$ cat src/rtl/socket_sig_regs.svh
// Register offsets, fields, reset values and timing counts of the socket block.
`ifndef SOCKET_SIG_REGS_SVH
`define SOCKET_SIG_REGS_SVH
`define CTRL_OFS 4'h0
`define CMD_OFS 4'h4
`define STAT_OFS 4'h8
`define RDATA_OFS 4'hC
`define CTRL_RST 8'h08
`define CTRL_MODE 1:0
`define CTRL_BUS8 2
`define CTRL_CRST 3
`define CTRL_PWR 4
`define CTRL_IFEN 5
`define CTRL_BFN 7:6
`define CMD_WDATA 15:0
`define CMD_WR 16
`define CMD_IO 17
`define CMD_A0 18
`define CLK_MHZ 20
`define STROBE_NS 150
`define STROBE_CYC ((`STROBE_NS * `CLK_MHZ + 999) / 1000)
`endif

$ cat src/rtl/socket_sig_pkg.sv
// Types shared by the socket signalling block.
`default_nettype none
package socket_sig_pkg;
  typedef enum logic [1:0] {MODE_MEM, MODE_IO, MODE_CB, MODE_RSV} mode_e;
  typedef enum logic [1:0] {BFN_NONE, BFN_SPKR, BFN_LED, BFN_RSV} bfn_e;
  typedef enum logic [1:0] {ST_IDLE, ST_SETUP, ST_STROBE, ST_HOLD} acc_e;
endpackage
`default_nettype wire

$ cat src/rtl/socket_sig.sv
// Socket-side signalling of a PC Card / CardBus host controller.
// Behaviour
// - Memory read drives the output-enable strobe low.
// - Memory write drives the write-enable strobe low.
// - I/O read drives the I/O read strobe low.
// - I/O write drives the I/O write strobe low.
// - Memory mode reports the shared pin as write-protect status.
// - I/O mode uses the shared pin, low, to make the access 16 bits.
// - CardBus mode runs the card clock only while the clock-run pin is low.
// - Memory mode reports the ready pin as ready or busy.
// - I/O mode reports the ready pin, low, as card interrupt request.
// - CardBus interrupt is pending exactly while its pin is low.
// - A low wait pin stalls the strobe until it goes high.
// - Both card-detect pins low mean a card is present; in CardBus mode the code takes either pin low as seated.
// - CardBus presence and type come from detect and voltage-sense pins.
// - Card enable one selects even bytes, card enable two odd bytes.
// - In 8-bit configuration only card enable one is used, with A0.
// - In 16-bit modes card reset is low normally, high to reset.
// - Card reset is undriven unless card seated, powered and enabled.
// - In CardBus mode the reset pin is the active-low card reset.
// - Memory mode reports the audio pin as battery warning.
// - I/O mode may take the audio pin as speaker input.
// - The audio pin may be the drive LED; CardBus takes it as audio.
// - CardBus mode releases all 16-bit strobes and enables to other use.
//
// The address map and the Wishbone slave port are this design's own decisions.
`timescale 1ns/10ps
`default_nettype none
`include "socket_sig_regs.svh"
module socket_sig
  import socket_sig_pkg::*;
(
  input wire logic CLK,
  input wire logic RST_B,
  input wire logic CYC_I,
  input wire logic STB_I,
  input wire logic WE_I,
  input wire logic [3:0] ADR_I,
  input wire logic [3:0] SEL_I,
  input wire logic [31:0] DAT_I,
  output logic [31:0] DAT_O,
  output logic ACK_O,
  input wire logic CD1_B,
  input wire logic CD2_B,
  input wire logic VS1,
  input wire logic VS2,
  input wire logic WP_PIN,
  input wire logic READY_PIN,
  input wire logic WAIT_B,
  input wire logic BVD2_PIN,
  input wire logic [15:0] D_IN,
  output logic [15:0] D_OUT,
  output logic D_OE,
  output logic OE_B,
  output logic WE_B,
  output logic IORD_B,
  output logic IOWR_B,
  output logic CE1_B,
  output logic CE2_B,
  output logic A0,
  output logic CTL_OE,
  output logic CARD_RESET,
  output logic CARD_RESET_OE,
  output logic CCLK,
  output logic SPKR_OUT,
  output logic LED_OUT
);

  typedef struct packed {
    logic [23:0] s1;
    logic [23:0] s2;
    logic [7:0] ctrl;
    acc_e st;
    logic [3:0] cnt;
    logic wr;
    logic io;
    logic wide;
    logic [15:0] rdata;
    logic [31:0] dat;
    logic ack;
    logic [15:0] dout;
    logic doe;
    logic oe_b;
    logic we_b;
    logic iord_b;
    logic iowr_b;
    logic ce1_b;
    logic ce2_b;
    logic a0;
    logic ctl_oe;
    logic rst;
    logic rst_oe;
    logic cclk;
    logic spkr;
    logic led;
  } state_s;

  state_s st_reg;
  state_s st_next;

  logic cd1_s, cd2_s, vs1_s, vs2_s, wp_s, rdy_s, wait_s, bvd2_s;
  logic [15:0] din_s;
  mode_e mode;
  bfn_e bfn;
  logic present, seated, wp_stat, ireq, cint, iois16, warn, audio;
  logic [15:0] status;

  assign {cd1_s, cd2_s, vs1_s, vs2_s, wp_s, rdy_s, wait_s, bvd2_s, din_s} = st_reg.s2;
  assign mode = mode_e'(st_reg.ctrl[`CTRL_MODE]);
  assign bfn = bfn_e'(st_reg.ctrl[`CTRL_BFN]);

  function automatic logic cb_mode(input mode_e m);
    cb_mode = (m == MODE_CB);
  endfunction

  always_comb begin
    present = !cd1_s && !cd2_s;
    seated = cb_mode(mode) ? (!cd1_s || !cd2_s) : present;
    wp_stat = (mode == MODE_MEM) && wp_s;
    iois16 = (mode == MODE_IO) && !wp_s;
    ireq = (mode == MODE_IO) && !rdy_s;
    cint = cb_mode(mode) && !rdy_s;
    warn = (mode == MODE_MEM) && !bvd2_s;
    audio = cb_mode(mode) && bvd2_s;
    status = {vs2_s, vs1_s, cd2_s, cd1_s, st_reg.wide, iois16, audio,
              st_reg.led, st_reg.spkr, warn, cint, ireq,
              (mode == MODE_MEM) && rdy_s, wp_stat, seated,
              st_reg.st != ST_IDLE};
  end

  always_comb begin
    st_next = st_reg;
    st_next.s1 = {CD1_B, CD2_B, VS1, VS2, WP_PIN, READY_PIN, WAIT_B, BVD2_PIN, D_IN};
    st_next.s2 = st_reg.s1;
    st_next.ack = CYC_I && STB_I && !st_reg.ack;
    if (CYC_I && STB_I && !st_reg.ack) begin
      case (ADR_I)
        `CTRL_OFS: st_next.dat = {24'h000000, st_reg.ctrl};
        `STAT_OFS: st_next.dat = {16'h0000, status};
        `RDATA_OFS: st_next.dat = {16'h0000, st_reg.rdata};
        default: st_next.dat = 32'h00000000;
      endcase
    end
    if (CYC_I && STB_I && st_reg.ack && WE_I) begin
      if (ADR_I == `CTRL_OFS && SEL_I[0]) begin
        st_next.ctrl = DAT_I[7:0];
      end
      if (ADR_I == `CMD_OFS && st_reg.st == ST_IDLE && !cb_mode(mode)) begin
        st_next.wr = DAT_I[`CMD_WR];
        st_next.io = DAT_I[`CMD_IO];
        st_next.a0 = DAT_I[`CMD_A0];
        st_next.dout = DAT_I[`CMD_WDATA];
        st_next.st = ST_SETUP;
      end
    end
    case (st_reg.st)
      ST_IDLE: begin
        st_next.doe = 1'b0;
        st_next.ce1_b = 1'b1;
        st_next.ce2_b = 1'b1;
      end
      ST_SETUP: begin
        st_next.wide = !st_reg.ctrl[`CTRL_BUS8] && (!st_reg.io || iois16);
        st_next.ce1_b = 1'b0;
        st_next.ce2_b = st_reg.ctrl[`CTRL_BUS8] || (st_reg.io && !iois16);
        st_next.doe = st_reg.wr;
        st_next.oe_b = !(!st_reg.io && !st_reg.wr);
        st_next.we_b = !(!st_reg.io && st_reg.wr);
        st_next.iord_b = !(st_reg.io && !st_reg.wr);
        st_next.iowr_b = !(st_reg.io && st_reg.wr);
        st_next.cnt = 4'h1;
        st_next.st = ST_STROBE;
      end
      ST_STROBE: begin
        if (st_reg.cnt < 4'(`STROBE_CYC)) begin
          st_next.cnt = st_reg.cnt + 4'h1;
        end else if (wait_s) begin
          if (!st_reg.wr) begin
            st_next.rdata = st_reg.wide ? din_s : {8'h00, din_s[7:0]};
          end
          st_next.oe_b = 1'b1;
          st_next.we_b = 1'b1;
          st_next.iord_b = 1'b1;
          st_next.iowr_b = 1'b1;
          st_next.st = ST_HOLD;
        end
      end
      ST_HOLD: begin
        st_next.ce1_b = 1'b1;
        st_next.ce2_b = 1'b1;
        st_next.doe = 1'b0;
        st_next.st = ST_IDLE;
      end
      default: st_next.st = ST_IDLE;
    endcase
    st_next.ctl_oe = !cb_mode(mode) && st_reg.ctrl[`CTRL_IFEN];
    st_next.rst_oe = seated && st_reg.ctrl[`CTRL_PWR] && st_reg.ctrl[`CTRL_IFEN];
    st_next.rst = cb_mode(mode) ? !st_reg.ctrl[`CTRL_CRST]
                                : st_reg.ctrl[`CTRL_CRST];
    st_next.cclk = (cb_mode(mode) && !wp_s) ? !st_reg.cclk : 1'b0;
    st_next.spkr = (mode == MODE_IO) && (bfn == BFN_SPKR) && !bvd2_s;
    st_next.led = !cb_mode(mode) && (bfn == BFN_LED) && !bvd2_s;
  end

  always_ff @(posedge CLK or negedge RST_B) begin
    if (!RST_B) begin
      st_reg <= '0;
      st_reg.s1 <= 24'hFFFFFF;
      st_reg.s2 <= 24'hFFFFFF;
      st_reg.ctrl <= `CTRL_RST;
      st_reg.st <= ST_IDLE;
      st_reg.oe_b <= 1'b1;
      st_reg.we_b <= 1'b1;
      st_reg.iord_b <= 1'b1;
      st_reg.iowr_b <= 1'b1;
      st_reg.ce1_b <= 1'b1;
      st_reg.ce2_b <= 1'b1;
    end else begin
      st_reg <= st_next;
    end
  end

  assign DAT_O = st_reg.dat;
  assign ACK_O = st_reg.ack;
  assign D_OUT = st_reg.dout;
  assign D_OE = st_reg.doe;
  assign OE_B = st_reg.oe_b;
  assign WE_B = st_reg.we_b;
  assign IORD_B = st_reg.iord_b;
  assign IOWR_B = st_reg.iowr_b;
  assign CE1_B = st_reg.ce1_b;
  assign CE2_B = st_reg.ce2_b;
  assign A0 = st_reg.a0;
  assign CTL_OE = st_reg.ctl_oe;
  assign CARD_RESET = st_reg.rst;
  assign CARD_RESET_OE = st_reg.rst_oe;
  assign CCLK = st_reg.cclk;
  assign SPKR_OUT = st_reg.spkr;
  assign LED_OUT = st_reg.led;
endmodule // socket_sig
`default_nettype wire

$ cat config.mk
export PLATFORM = sky130hd
export DESIGN_NAME = socket_sig
export DESIGN_NICKNAME = d
export VERILOG_FILES = /design/src/rtl/socket_sig_pkg.sv /design/src/rtl/socket_sig.sv
export VERILOG_INCLUDE_DIRS = /design/src /design/src/rtl
export SDC_FILE = /design/constraint.sdc
export NUM_CORES = 1
export LEC_CHECK = 0
export BUFFER_PORTS_ARGS = -buffer_cell sky130_fd_sc_hd__buf_2
export CAP_MARGIN = 5
export CORE_ASPECT_RATIO = 1.1
export CORE_UTILIZATION = 40
export CTS_BUF_LIST = sky130_fd_sc_hd__clkbuf_8
export DETAILED_ROUTE_END_ITERATION = 7
export PLACE_DENSITY = 0.64
export SLEW_MARGIN = 20
export SYNTH_ARGS = -nofsm -noshare
export SYNTH_HDL_FRONTEND = slang
export SYNTH_SLANG_ARGS = --single-unit
$ cat constraint.sdc
create_clock -name CLK -period 2.1 [get_ports CLK]
set_clock_uncertainty 0.15 [all_clocks]
set_input_delay 0.105 -clock CLK [delete_from_list [all_inputs] [get_ports CLK]]
set_output_delay 0.105 -clock CLK [all_outputs]
set_load 0.05 [all_outputs]
Word level (Yosys, flattened, before mapping)

Index checks and enable logic that the tools add are counted.

ROM bits: 0
Bits in registers: 144
Memories kept: 0
Bits in latches: 0
Bits of input ports: 69
Logic and storage cells: 121
RAM bits: 0
Output and inout port bits: 63

Add/sub/neg operators: 1
Reductions and logical operators: 61
$mul: 0
Bitwise operators: 2
Divide/modulo/power cells: 0
Order comparisons: 1
Multiplexer cells: 17
Shift operators: 0
Eq/ne operators: 13

Operators with widths:

| kind                                                       | number |
|---|---|
| one-hot mux 16 bit (3 select lines)                        | 1 |
| logical AND 1 bit                                          | 29 |
| logical NOT 1 bit                                          | 17 |
| two-way mux 16 bit                                         | 1 |
| one-hot mux 4 bit (2 select lines)                         | 2 |
| two-way mux 4 bit                                          | 3 |
| equality test 2 bit, second input constant                 | 4 |
| equality test 4 bit, second input constant                 | 2 |
| two-way mux 2 bit                                          | 4 |
| equality test 2 x 1 -> 1 bit, second input constant        | 3 |
| != test 2 bit, second input constant                       | 3 |
| one-hot mux 2 bit (3 select lines)                         | 1 |
| AND reduction 2 bit                                        | 3 |
| nonzero test 2 bit                                         | 3 |
| adder 4 x 1 -> 4 bit, second input constant                | 1 |
| equality test 4 x 3 -> 1 bit, second input constant        | 1 |
| logical NOT 2 bit                                          | 2 |
| logical NOT 4 bit                                          | 1 |
| less-than comparator 4 x 2 -> 1 bit, second input constant | 1 |
| one-hot mux 2 bit (2 select lines)                         | 1 |
| AND reduction 4 bit                                        | 1 |
| logical OR 1 bit                                           | 3 |
| two-way mux 1 bit                                          | 3 |
| AND reduction 3 bit                                        | 1 |
| other kinds (3)                                            | 4 |

Depth between registers and ports, before layout

Gate-level depths: netlist of run 1.

Word-level depth: 8
Depth in mapped cells: 8
Gate-level depth less buffers: 6

Least setup slack after synthesis of run 1

OpenSTA, ideal clock, no wires.

Path type: flip-flop to flip-flop
Start point: reg st_reg (netlist bit ACK_O)
End point: reg st_reg (netlist bit A0)
Required time: 1822 ps
Arrival: 1564 ps
Period minus slack after synthesis: 1842 ps
Buffers on the path: 1
Path slack: 258 ps
Stages on the path, launching flop included: 5
Cells stage by stage: dfrtp_1 nand4_1 nor3_2 buf_4 mux2_1

Cells in the longest elaborated chain, start to end: 3

RTL lines:

| element                              | RTL line          | text |
|---|---|---|
| from (decl)                          | socket_sig.sv:98  | `state_s st_reg;` |
| from (signal assigned)               | socket_sig.sv:219 | `st_reg <= st_next;` |
| logical AND 1 bit (2 in series)      | socket_sig.sv:144 | `if (CYC_I && STB_I && st_reg.ack && WE_I) begin` |
| AND reduction 2 bit (no source line) | --                |  |

Every way passes these cells.
A chain may end at the register's enable or synchronous reset.

==> results.md, run 1 <==
- Crit path depth: 6
- Post-DP HPWL: 6.72 mm
- CTS Sinks: 128
- Worst VDD drop: 470 uV
- Tot Pwr: roughly 6.3 mW
- Top cells by count, synth: dfrtp_1, nand2_1, dfstp_2, buf_4, mux2_1
- Peak Freq: roughly 510 MHz
- Fin. Hold Viols: 0
- Number of nets in the layout: between 600 and 700
- Fin Setup TNS: 0 ns
- Row count: 42
- Max reg flops: 33
- Routed Wire Length: 9.67 mm
- R2R Path Start: ACK_O
- Post-synth EDFFs: 0
- Critical Path Source: ACK_O
- Gpl congestion: 0.814
- Top-count cell post-synth: dfrtp_1
- CP max-delay cell: dlygate4sd3_1
- Avg Cell Area, Syn: 12.7 um^2
- Area contributors post-synth: dfrtp_1, dfstp_2, buf_4
- Top FF cell, synth: dfrtp_1
- Fin crit share: 93.1%
- Seq/Total Area, Yosys: 64.2%
- RSZ-0062 raised after global routing: no
- CTS H-Tree Depth: 4
- Starting DRT DRC Count: about 120
- Worst Path Required: 2.30 ns
- Worst setup path endpoint: DAT_O[9]
- Remaining Overflow, GRT: 0
- Reg2reg path depth: 6
- Crit. End Element: register
- Area Growth Syn to Fin: 26.5%
- Worst reg2reg endpoint: DAT_O[9]
- DRC: 0
- Layout cell share with drive strength beyond 1: 39.2%
- Placed instance count: 619
- YS warnings: 0
- Slew @ Worst Pin: 0.577 ns
- Routed vias: 3223
- Ant. Diodes: 0
- Min-Delay Path Class: in2reg
- Crit Path Max Fanout: 4
- Via-to-Cell Ratio: 4.62
- Number of global-route vias before repair: around 3200
- Worst Hold Path Cells: 5
- Clock Path Buffers: 2
- Final Setup Violations: 0
- Global-route wire length before repair: 15.6 mm
- Final core occ: 52.7%
- Final min period: 1.96 ns
- Area leader, netlist: dfrtp_1
- Synth Cell Area: 5100 um^2
- Worst-Skew Late Latency: 0.43 ns
- WP buf/inv: 2
- Fraction of registers with async set/reset: 100%
- CP Launch Type: register
- Critical path's top delay family: buffers and inverters
- Outcome: finished clean
- Initial Util: 41.6%
- Worst reg-to-reg setup slack: 0.14 ns
- Kind of critical path: reg2reg
- Final Slew Violations: 0
- Worst path max stage delay: between 0.5 and 0.6 ns
- Remaining antenna violation count after routing: 0
- CORE AREA: about 12000 um^2
- Reg clk slew, reported paths: around 0.070 ns
- Inserted Clock Buffers: 17
- Pin count of the biggest net entering global routing: between 40 and 50
- Io pins: 132
- Initial antenna violation count: 0
- GRT Total Usage: 15.8%
- Overall die area: about 13000 um^2
- Slew margin rel.: 61.5%
- Post-Layout Cell Count: 698
- Syn Inst Count: 402
- Per-cell routed wire length: roughly 14 um
- Max Cap Violations: 0
- DRT Pass-1 Iters: 6
- Yosys top cell area share: 35.8%
- CP Data Arrival Time: about 2.2 ns
- IO Port Bufs: a little under 100
- CTS Root Buffer Type: clkbuf_8
- Seq cells post-synth: between 100 and 150
- Netlist cell types: 47
- CTS tree: done
- Die X: 110 um
- CP Cell Sequence: nand3b_1 -> dlygate4sd3_1 -> inv_1 -> nand2_2 -> a21o_1 -> o21ai_1
- DIE HEIGHT: about 120 um
- Leak Pwr: 3.14 nW
- PwrDens: between 900 and 1000 nW/um^2
==> tightest hold or removal path, stage by stage <==
cell	delay [ns]
buf_2	0.10
nor2_1	0.05
buf_4	0.15
nand2_2	0.08
o21ai_0	0.08
==> layout make-up <==
class | instances | area, um^2
Sequential cell | 128 | 3270
Inverter | 6 | 22.5
Tap cell | 154 | 193
Fill cell | 1060 | 5790
Timing Repair Buffer | 157 | 1090
Clock inverter | 12 | 168
Clock buffer | 20 | 275
Multi-Input combinational cell | 221 | 1430
==> metal layers <==
metal	GRT usage, %	up-vias	routed length [um]	part of all wire [%]
met1	20.5	1572	4390	45
met2	24.5	90	4630	48
met5	0	-	0	0
met3	4.47	10	476	4.9
met4	7.25	0	171	1.8
li1	-	1551	-	-
==> report_power, final <==
| part | switching, mW | total (mW) | leakage, nW | internal [mW] |
|---|---|---|---|---|
| registers | 0.198 | 3.01 | 1.57 | 2.82 |
| logic | 0.639 | 1.02 | 1.35 | 0.377 |
| clock network | 0.895 | 2.27 | 0.225 | 1.38 |
| total | 1.73 | 6.30 | 3.14 | 4.57 |
==> repair_timing <==
| action | 4_1_cts | 5_1_grt |
|---|---|---|
| setup buffers | 0 | 0 |
| hold buffers | 47 | 0 |
| setup endpoints to repair | 0 | 4 |
| hold endpoints to repair | 142 | 0 |
| resized for setup | 0 | 2 |
==> placed cells by master, fill, tap and decap left out, types with 4 or more instances in the layout <==
| master | Yosys | final |
|---|---|---|
| bufinv_16 | 0 | 4 |
| clkbuf_8 | 0 | 20 |
| ha_1 | 6 | 6 |
| mux2_1 | 19 | 19 |
| a21oi_1 | 6 | 5 |
| buf_4 | 51 | 9 |
| o21ai_0 | 12 | 12 |
| nand3_1 | 9 | 9 |
| nand2_1 | 60 | 59 |
| a22o_1 | 7 | 7 |
| dfrtp_1 | 73 | 73 |
| dlygate4sd3_1 | 0 | 47 |
| nor2_1 | 15 | 15 |
| mux2i_1 | 7 | 7 |
| dfstp_2 | 55 | 55 |
| a22oi_1 | 7 | 7 |
| o21ai_1 | 4 | 4 |
| mux2_2 | 11 | 11 |
| inv_1 | 6 | 9 |
| buf_2 | 2 | 98 |
| conb_1 | 1 | 16 |
==> how the worst min path moves through the flow <==
stage | startpoint | slack, ns | end
floorplan | RST_B | -0.34 | A0
global placement | RST_B | -0.01 | D_OUT[14]
detailed placement | RST_B | -0.003 | D_OUT[14]
CTS | ADR_I[2] | 0.03 | DAT_O[15]
global route | ADR_I[0] | 0.07 | DAT_O[7]
finish | ADR_I[0] | 0.04 | DAT_O[0]
==> per-stage QoR <==
| step | setup WS (ns) | instance area, um^2 | hold slack, ns |
|---|---|---|---|
| 4_1_cts | 0.0711 | 6440 | 0.0299 |
| 2_1_floorplan | 0.258 | 5150 | -0.341 |
| 3_3_place_gp | 0.254 | 5530 | -0.0133 |
| 3_5_place_dp | 0.188 | 5530 | -0.00253 |
| 6_report | 0.144 | 6450 | 0.0414 |
| 5_1_grt | 0.0313 | 6450 | 0.0707 |
==> kinds of logic after synthesis <==
kind of cell,count (synthesis),share of synthesized area [%]
AOI/OAI and AO/OA,49,6.36
xor gates and xnor gates,2,0.344
adders and majority gates,7,1.67
buffers and inverters,68,9.10
DFF,128,64.2
muxes,37,8.00
other,1,0.0735
and+or+nand+nor,110,10.3
Power figures use the tool's default switching activity.
==> inputs of run 2 (changes only) <==
- ABC_AREA: not set -> 1
- CORE_UTILIZATION: 40 -> 35
- PLACE_DENSITY: 0.64 -> 0.59
- clock period: 2.1 -> 1.6 ns (I/O delays scaled with it)
==> results.md, run 2 <==
- Top cells by count, synth: nand2_1, dfrtp_1, dfstp_2, inv_1, buf_4 (was dfrtp_1, nand2_1, dfstp_2, buf_4, mux2_1)
- CP Data Arrival Time: 1.77 ns (was 2.16 ns)
- Reg clk slew, reported paths: 0.08 ns (was 0.07 ns)
- Leak Pwr: 3.59 nW (was 3.14 nW)
- Fin crit share: 100% (was 93.1%)
- Initial antenna violation count: 0 (unchanged)
- Post-DP HPWL: 7.64 mm (was 6.72 mm)
- CTS H-Tree Depth: 4 (unchanged)
- Area Growth Syn to Fin: 32.4% (was 26.5%)
- Clock Path Buffers: 2 (unchanged)
- Netlist cell types: 29 (was 47)
- Number of global-route vias before repair: 3853 (was 3223)
- Crit. End Element: register (unchanged)
- Crit Path Max Fanout: 5 (was 4)
- Die X: 120 um (was 110 um)
- Row count: 47 (was 42)
- Area contributors post-synth: dfrtp_1, dfstp_2, nand2_1 (was dfrtp_1, dfstp_2, buf_4)
- # fillers: 1409 (was 1060)
- Fraction of registers with async set/reset: 100% (unchanged)
- IO Port Bufs: 99 (unchanged)
- GRT Total Usage: 15.6% (was 15.8%)
- Syn Inst Count: 531 (was 402)
- Met2 global-route usage: 25.0% (was 24.5%)
- CTS Root Buffer Type: clkbuf_8 (unchanged)
- Overall die area: 15800 um^2 (was 13200 um^2)
- Synth Cell Area: 5350 um^2 (was 5100 um^2)
- Worst Path Required: 1.77 ns (was 2.30 ns)
- Worst-Skew Late Latency: 0.44 ns (was 0.43 ns)
- Max Cap Violations: 0 (unchanged)
- Worst VDD drop: 637 uV (was 470 uV)
- CTS Sinks: 128 (unchanged)
- CP Launch Type: register (unchanged)
- Global-route wire length before repair: 18.8 mm (was 15.6 mm)
- PwrDens: 1200 nW/um^2 (was 977 nW/um^2)
- YS warnings: 0 (unchanged)
- Final Slew Violations: 0 (unchanged)
- Initial Util: 35.6% (was 41.6%)
- Outcome: finished with violations (was finished clean)
- Final min period: 1.60 ns (was 1.96 ns)
- Most used routing layer: met2 (unchanged)
- Top-count cell post-synth: nand2_1 (was dfrtp_1)
- DIE HEIGHT: 132 um (was 120 um)
- Routed vias: 3791 (was 3223)
- Io pins: 132 (unchanged)
- Pin count of the biggest net entering global routing: 58 (was 49)
- Area leader, netlist: dfrtp_1 (unchanged)
- Final Setup Violations: 2 (was 0)
- Min Hold Slack: 0.0174 ns (was 0.0414 ns)
- Inserted Clock Buffers: 17 (unchanged)
- Top FF cell, synth: dfrtp_1 (unchanged)
- Via-to-Cell Ratio: 4.25 (was 4.62)
- Dpl ws: -0.0101 ns (was 0.188 ns)
- Design area: 7080 um^2 (was 6450 um^2)
- Peak Freq: 623 MHz (was 511 MHz)
- Starting DRT DRC Count: 128 (was 123)
- M1 GR Usage: 18.8% (was 20.5%)
- Post-synth EDFFs: 0 (unchanged)
- DRC: 0 (unchanged)
- Routed Wire Length: 11.3 mm (was 9.67 mm)
- Min-Delay Path Class: in2reg (unchanged)
- Seq/Total Area, Yosys: 61.2% (was 64.2%)
- DRT Pass-1 Iters: 4 (was 6)
- CTS tree: done (unchanged)
- Final core occ: 47.2% (was 52.7%)
- Per-cell routed wire length: 12.7 um (was 13.9 um)
- Layout cell share with drive strength beyond 1: 40.2% (was 39.2%)
- RSZ-0062 raised after global routing: yes (was no)
- Remaining antenna violation count after routing: 0 (unchanged)
- Fin. Hold Viols: 0 (unchanged)
- Seq cells post-synth: 128 (unchanged)
- Yosys top cell area share: 34.2% (was 35.8%)
- Gpl congestion: 0.876 (was 0.814)
- Failing checks: setup timing
- Remaining Overflow, GRT: 0 (unchanged)
- CORE AREA: 15000 um^2 (was 12200 um^2)
- Avg Cell Area, Syn: 10.1 um^2 (was 12.7 um^2)
- Worst setup margin: -0.00460 ns (was 0.144 ns)
- Most common cell after layout, fill and taps aside: nand2_1 (was buf_2)
- Ant. Diodes: 0 (unchanged)
- Commonest non-fill, non-tap cells in the layout: nand2_1, buf_2, dfrtp_1, dfstp_2, dlygate4sd3_1 (was buf_2, dfrtp_1, nand2_1, dfstp_2, dlygate4sd3_1)
- Met3 usage: 5.21% (was 4.47%)
- Max reg flops: 33 (unchanged)
- Kind of critical path: reg2reg (unchanged)
- Number of nets in the layout: 758 (was 606)
- Dpl cell area: 5870 um^2 (was 5530 um^2)
run 2: changes by cell type after synthesis, sizes merged, moves of 4 or more:
cell    previous run  this run
a21oi              6         2
a22o               7         1
a22oi              7         0
and2               4         0
buf               56        61
clkbuf             6         1
inv                6        50
mux2              30         1
mux2i              7         0
nand2             60       169
nand3              9        32
nor2              15        22
o21ai             16        47
run 2: cells by family (layout without fill, tap and decap cells):
| kind of cell | count (synthesis) | in the layout | synth area share, % |
|---|---|---|---|
| other | 1 | 16 | 0.0702 |
| XOR/XNOR | 1 | 1 | 0.164 |
| AND/OR/NAND/NOR | 232 | 232 | 18.5 |
| adder cells (fa/ha/maj) | 6 | 6 | 1.40 |
| flip-flops | 128 | 128 | 61.2 |
| buffers and inverters | 112 | 262 | 12.3 |
| multiplexers | 1 | 1 | 0.211 |
| AO/OA/AOI/OAI | 50 | 50 | 6.16 |
run 2: final timing paths:
| kind | startpoint | end | slack (ns) | cells past startpoint |
|---|---|---|---|---|
| min | CYC_I | DAT_O[9] | 0.02 | 6 |
| min reg2reg | st_next[98] | din_s[2] | 0.20 | 0 |
| max reg2reg | st_reg[86] | D_OUT[12] | -0.005 | 9 |
| max | st_reg[86] | D_OUT[12] | -0.005 | 9 |
| min in group asynchronous | RST_B | OE_B | 0.56 | 3 |
| max in group asynchronous | RST_B | st_reg[81] | 0.22 | 4 |
run 2: critical path, stage by stage, from the launching register on:
cell and delay [ns]:
dfrtp_1 0.39, inv_2 0.10, ha_4 0.13, inv_2 0.04, a21oi_4 0.13, nand3_4 0.11, buf_12 0.18, buf_12 0.14
nand2_2 0.05, o21ai_1 0.06
run 2: stage by stage:
step	TNS, ns	std cells	power (mW)
5_1_grt	-0.800	892	9.03
2_1_floorplan	0	546	5.18
6_report	-0.00711	892	8.53
4_1_cts	0	888	8.55
3_3_place_gp	0	798	5.55
3_5_place_dp	-0.0104	798	5.61
run 2: where the power goes:
group          leakage [nW]  switching (mW)  internal, mW  total (mW)
Combinational          1.82            1.18         0.635        1.81
Clock                 0.197            1.33          1.40        2.73
Sequential             1.57           0.246          3.73        3.98
Total                  3.59            2.76          5.77        8.53
run 2: final cells by class:
type                       instances  area (um^2)  area share (%)
clock buffer                      17          234            3.31
clock inverter                    15          160            2.26
inverter                          50          188            2.65
multi-input combinational        306         1590            22.5
sequential                       128         3270            46.2
tap                              196          245            3.46
timing repair buffer             180         1390            19.6
run 2: repair_timing:
item / 4_1_cts / 5_1_grt
cloned: 2 / 2
buffers inserted: 3 / 2
endpoints found under the hold margin: 180 / 0
endpoints found under the setup margin: 15 / 41
pin swaps: 2 / 4
hold buffers: 53 / 0
resized for setup: 8 / 33
run 2: per-layer routing:
layer | wire, um | part of all wire, %
met4 | 206 | 1.8
met5 | 0 | 0
met1 | 4980 | 44
met2 | 5560 | 49
met3 | 571 | 5.0
==> inputs of run 3 (changes only) <==
- TNS_END_PERCENT: not set -> 30
==> results.md, run 3 (synthesis results as in run 2) <==
- Critical path's top delay family: flip-flops (was buffers and inverters)
- Global-route wire length before repair: 18.5 mm (was 18.8 mm)
- Clock Power Share: 32.1% (about the same)
- Worst-Skew Late Latency: 0.44 ns (about the same)
- Crit. End Element: register (unchanged)
- Via-to-Cell Ratio: 4.25 (about the same)
- CORE AREA: 15000 um^2 (unchanged)
- IO Port Bufs: 99 (unchanged)
- CTS Root Buffer Type: clkbuf_8 (unchanged)
- DRT Pass-1 Iters: 4 (unchanged)
- Clock Path Buffers: 2 (unchanged)
- Worst Path Required: 1.78 ns (was 1.77 ns)
- Final min period: 1.62 ns (was 1.60 ns)
- Overall die area: 15800 um^2 (unchanged)
- CP max-delay cell: dfrtp_1 (unchanged)
- Inserted Clock Buffers: 17 (unchanged)
- Max Cap Violations: 0 (unchanged)
- Remaining antenna violation count after routing: 0 (unchanged)
- Commonest non-fill, non-tap cells in the layout: nand2_1, buf_2, dfrtp_1, dfstp_2, dlygate4sd3_1 (unchanged)
- Initial Util: 35.6% (unchanged)
- Reg clk slew, reported paths: 0.08 ns (about the same)
- Design area: 7040 um^2 (was 7080 um^2)
- Int Pwr: 5.76 mW (was 5.77 mW)
- Dpl cell area: 5870 um^2 (unchanged)
- Layout cell share with drive strength beyond 1: 40.2% (about the same)
- P_sw: 2.76 mW (about the same)
- PwrDens: 1210 nW/um^2 (was 1200 nW/um^2)
- Worst path max stage delay: 0.40 ns (was 0.39 ns)
- Ant. Diodes: 0 (unchanged)
- Starting DRT DRC Count: 125 (was 128)
- Per-cell routed wire length: 12.6 um (was 12.7 um)
- RSZ-0062 raised after global routing: yes (unchanged)
- Pin count of the biggest net entering global routing: 58 (unchanged)
- Fin Setup TNS: -0.234 ns (was -0.00711 ns)
- Fin. Hold Viols: 0 (unchanged)
- CTS Sinks: 128 (unchanged)
- DRC: 0 (unchanged)
- # fillers: 1403 (was 1409)
- Number of nets in the layout: 756 (was 758)
- CTS H-Tree Depth: 4 (unchanged)
- Kind of critical path: reg2reg (unchanged)
- Comb power frac: 21.1% (was 21.3%)
- Failing checks: setup timing (unchanged)
- CTS tree: done (unchanged)
- Routed vias: 3779 (was 3791)
- Worst VDD drop: 637 uV (about the same)
- Routed Wire Length: 11.2 mm (was 11.3 mm)
- Final Slew Violations: 0 (unchanged)
- Most common cell after layout, fill and taps aside: nand2_1 (unchanged)
- Dpl ws: -0.0101 ns (unchanged)
- WP buf/inv: 3 (was 4)
- CP Launch Type: register (unchanged)
- Number of global-route vias before repair: 3808 (was 3853)
- Leak Pwr: 3.56 nW (was 3.59 nW)
- GRT Total Usage: 15.4% (was 15.6%)
- Post-DP HPWL: 7.64 mm (unchanged)
- Worst setup margin: -0.0229 ns (was -0.00460 ns)
- Tot Pwr: 8.52 mW (was 8.53 mW)
- Max reg flops: 33 (unchanged)
- Io pins: 132 (unchanged)
- Fin crit share: 101% (was 100%)
- Die X: 120 um (unchanged)
- Cell mode on critical path: inv_2
- Gpl congestion: 0.876 (unchanged)
- Placed instance count: 798 (unchanged)
- Post-Layout Cell Count: 890 (was 892)
- CP Cell Sequence: inv_2 -> ha_4 -> inv_2 -> a21oi_4 -> nand3_4 -> clkbuf_16 -> nand2_2 -> o21ai_1 (was inv_2 -> ha_4 -> inv_2 -> a21oi_4 -> nand3_4 -> buf_12 -> buf_12 -> nand2_2 -> o21ai_1)
- Peak Freq: 616 MHz (was 623 MHz)
- DIE HEIGHT: 132 um (unchanged)
- Crit Path Max Fanout: 6 (was 5)
- CP Data Arrival Time: 1.81 ns (was 1.77 ns)
- Min-Delay Path Class: in2reg (unchanged)
- Remaining Overflow, GRT: 0 (unchanged)
- Seq pwr share: 46.7% (about the same)
- Sw frac: 32.4% (about the same)
- Outcome: finished with violations (unchanged)
- Final Setup Violations: 20 (was 2)
- Row count: 47 (unchanged)
- Area Growth Syn to Fin: 31.7% (was 32.4%)
- Initial antenna violation count: 0 (unchanged)
## run 3: changes by cell type in the layout (fill, tap and decap cells not counted)
cell | previous run | this run
buf_4 | 19 | 18
bufbuf_16 | 1 | 0
nand2_4 | 2 | 3
ha_1 | 3 | 4
buf_12 | 5 | 4
buf_6 | 1 | 2
ha_2 | 2 | 1
o21ai_1 | 11 | 9
nand2_2 | 22 | 21
o21ai_2 | 20 | 22
## run 3: final cells by class
class | instances | area (um^2) | share of cell area (%)
flip-flops and latches | 128 | 3270 | 46.5
multi-input cells | 306 | 1600 | 22.8
repair buffers | 178 | 1340 | 19.0
well taps | 196 | 245 | 3.48
clock buffers | 17 | 234 | 3.32
inverters | 50 | 188 | 2.67
clock inverters | 15 | 160 | 2.28
## run 3: tightest hold or removal path, cell delays in order
cell,delay (ns)
buf_2,0.10
nand2_1,0.08
nor2_2,0.05
buf_6,0.14
nand2_1,0.07
nand2_1,0.04
## run 3: final timing paths
path | end | slack, ns | from | depth (start not counted)
max in group asynchronous | st_reg[81] | 0.22 | RST_B | 4
min in group asynchronous | OE_B | 0.56 | RST_B | 3
hold / removal | DAT_O[9] | 0.01 | CYC_I | 6
setup reg to reg | st_reg[80] | -0.02 | st_reg[86] | 8
hold reg to reg | din_s[2] | 0.20 | st_next[98] | 0
setup / recovery | st_reg[80] | -0.02 | st_reg[86] | 8
## run 3: timing repair
| item | in CTS | in global routing |
|---|---|---|
| pin swaps | 1 | 4 |
| cloned | 1 | 3 |
| endpoints found under the hold margin | 180 | 0 |
| setup buffers | 0 | 3 |
| endpoints found under the setup margin | 15 | 39 |
| hold buffers | 53 | 0 |
| resized for setup | 4 | 39 |
## run 3: power groups by stage
stage | registers (mW) | logic [mW] | clock network (mW)
3_3_place_gp | 4.02 | 1.53 | 0
6_report | 3.98 | 1.80 | 2.74
5_1_grt | 4.04 | 2.00 | 2.98
2_1_floorplan | 4.22 | 0.958 | 0
3_5_place_dp | 4.03 | 1.58 | 0
4_1_cts | 3.98 | 1.70 | 2.84
## run 3: stage by stage
step | hold WS [ns] | utilization [%]
6_report | 0.0110 | 46.9
5_1_grt | 0.0103 | 46.9
4_1_cts | 0.0203 | 45.5
3_5_place_dp | -0.239 | 39.1
3_3_place_gp | -0.243 | 39.1
2_1_floorplan | -0.366 | -
## run 3: per-layer routing
layer	track usage, %	wire (um)	up-vias
li1	-	-	1893
met1	18.7	4890	1745
met2	24.3	5540	120
met3	5.16	539	21
met4	7.29	234	0
met5	0	0	-
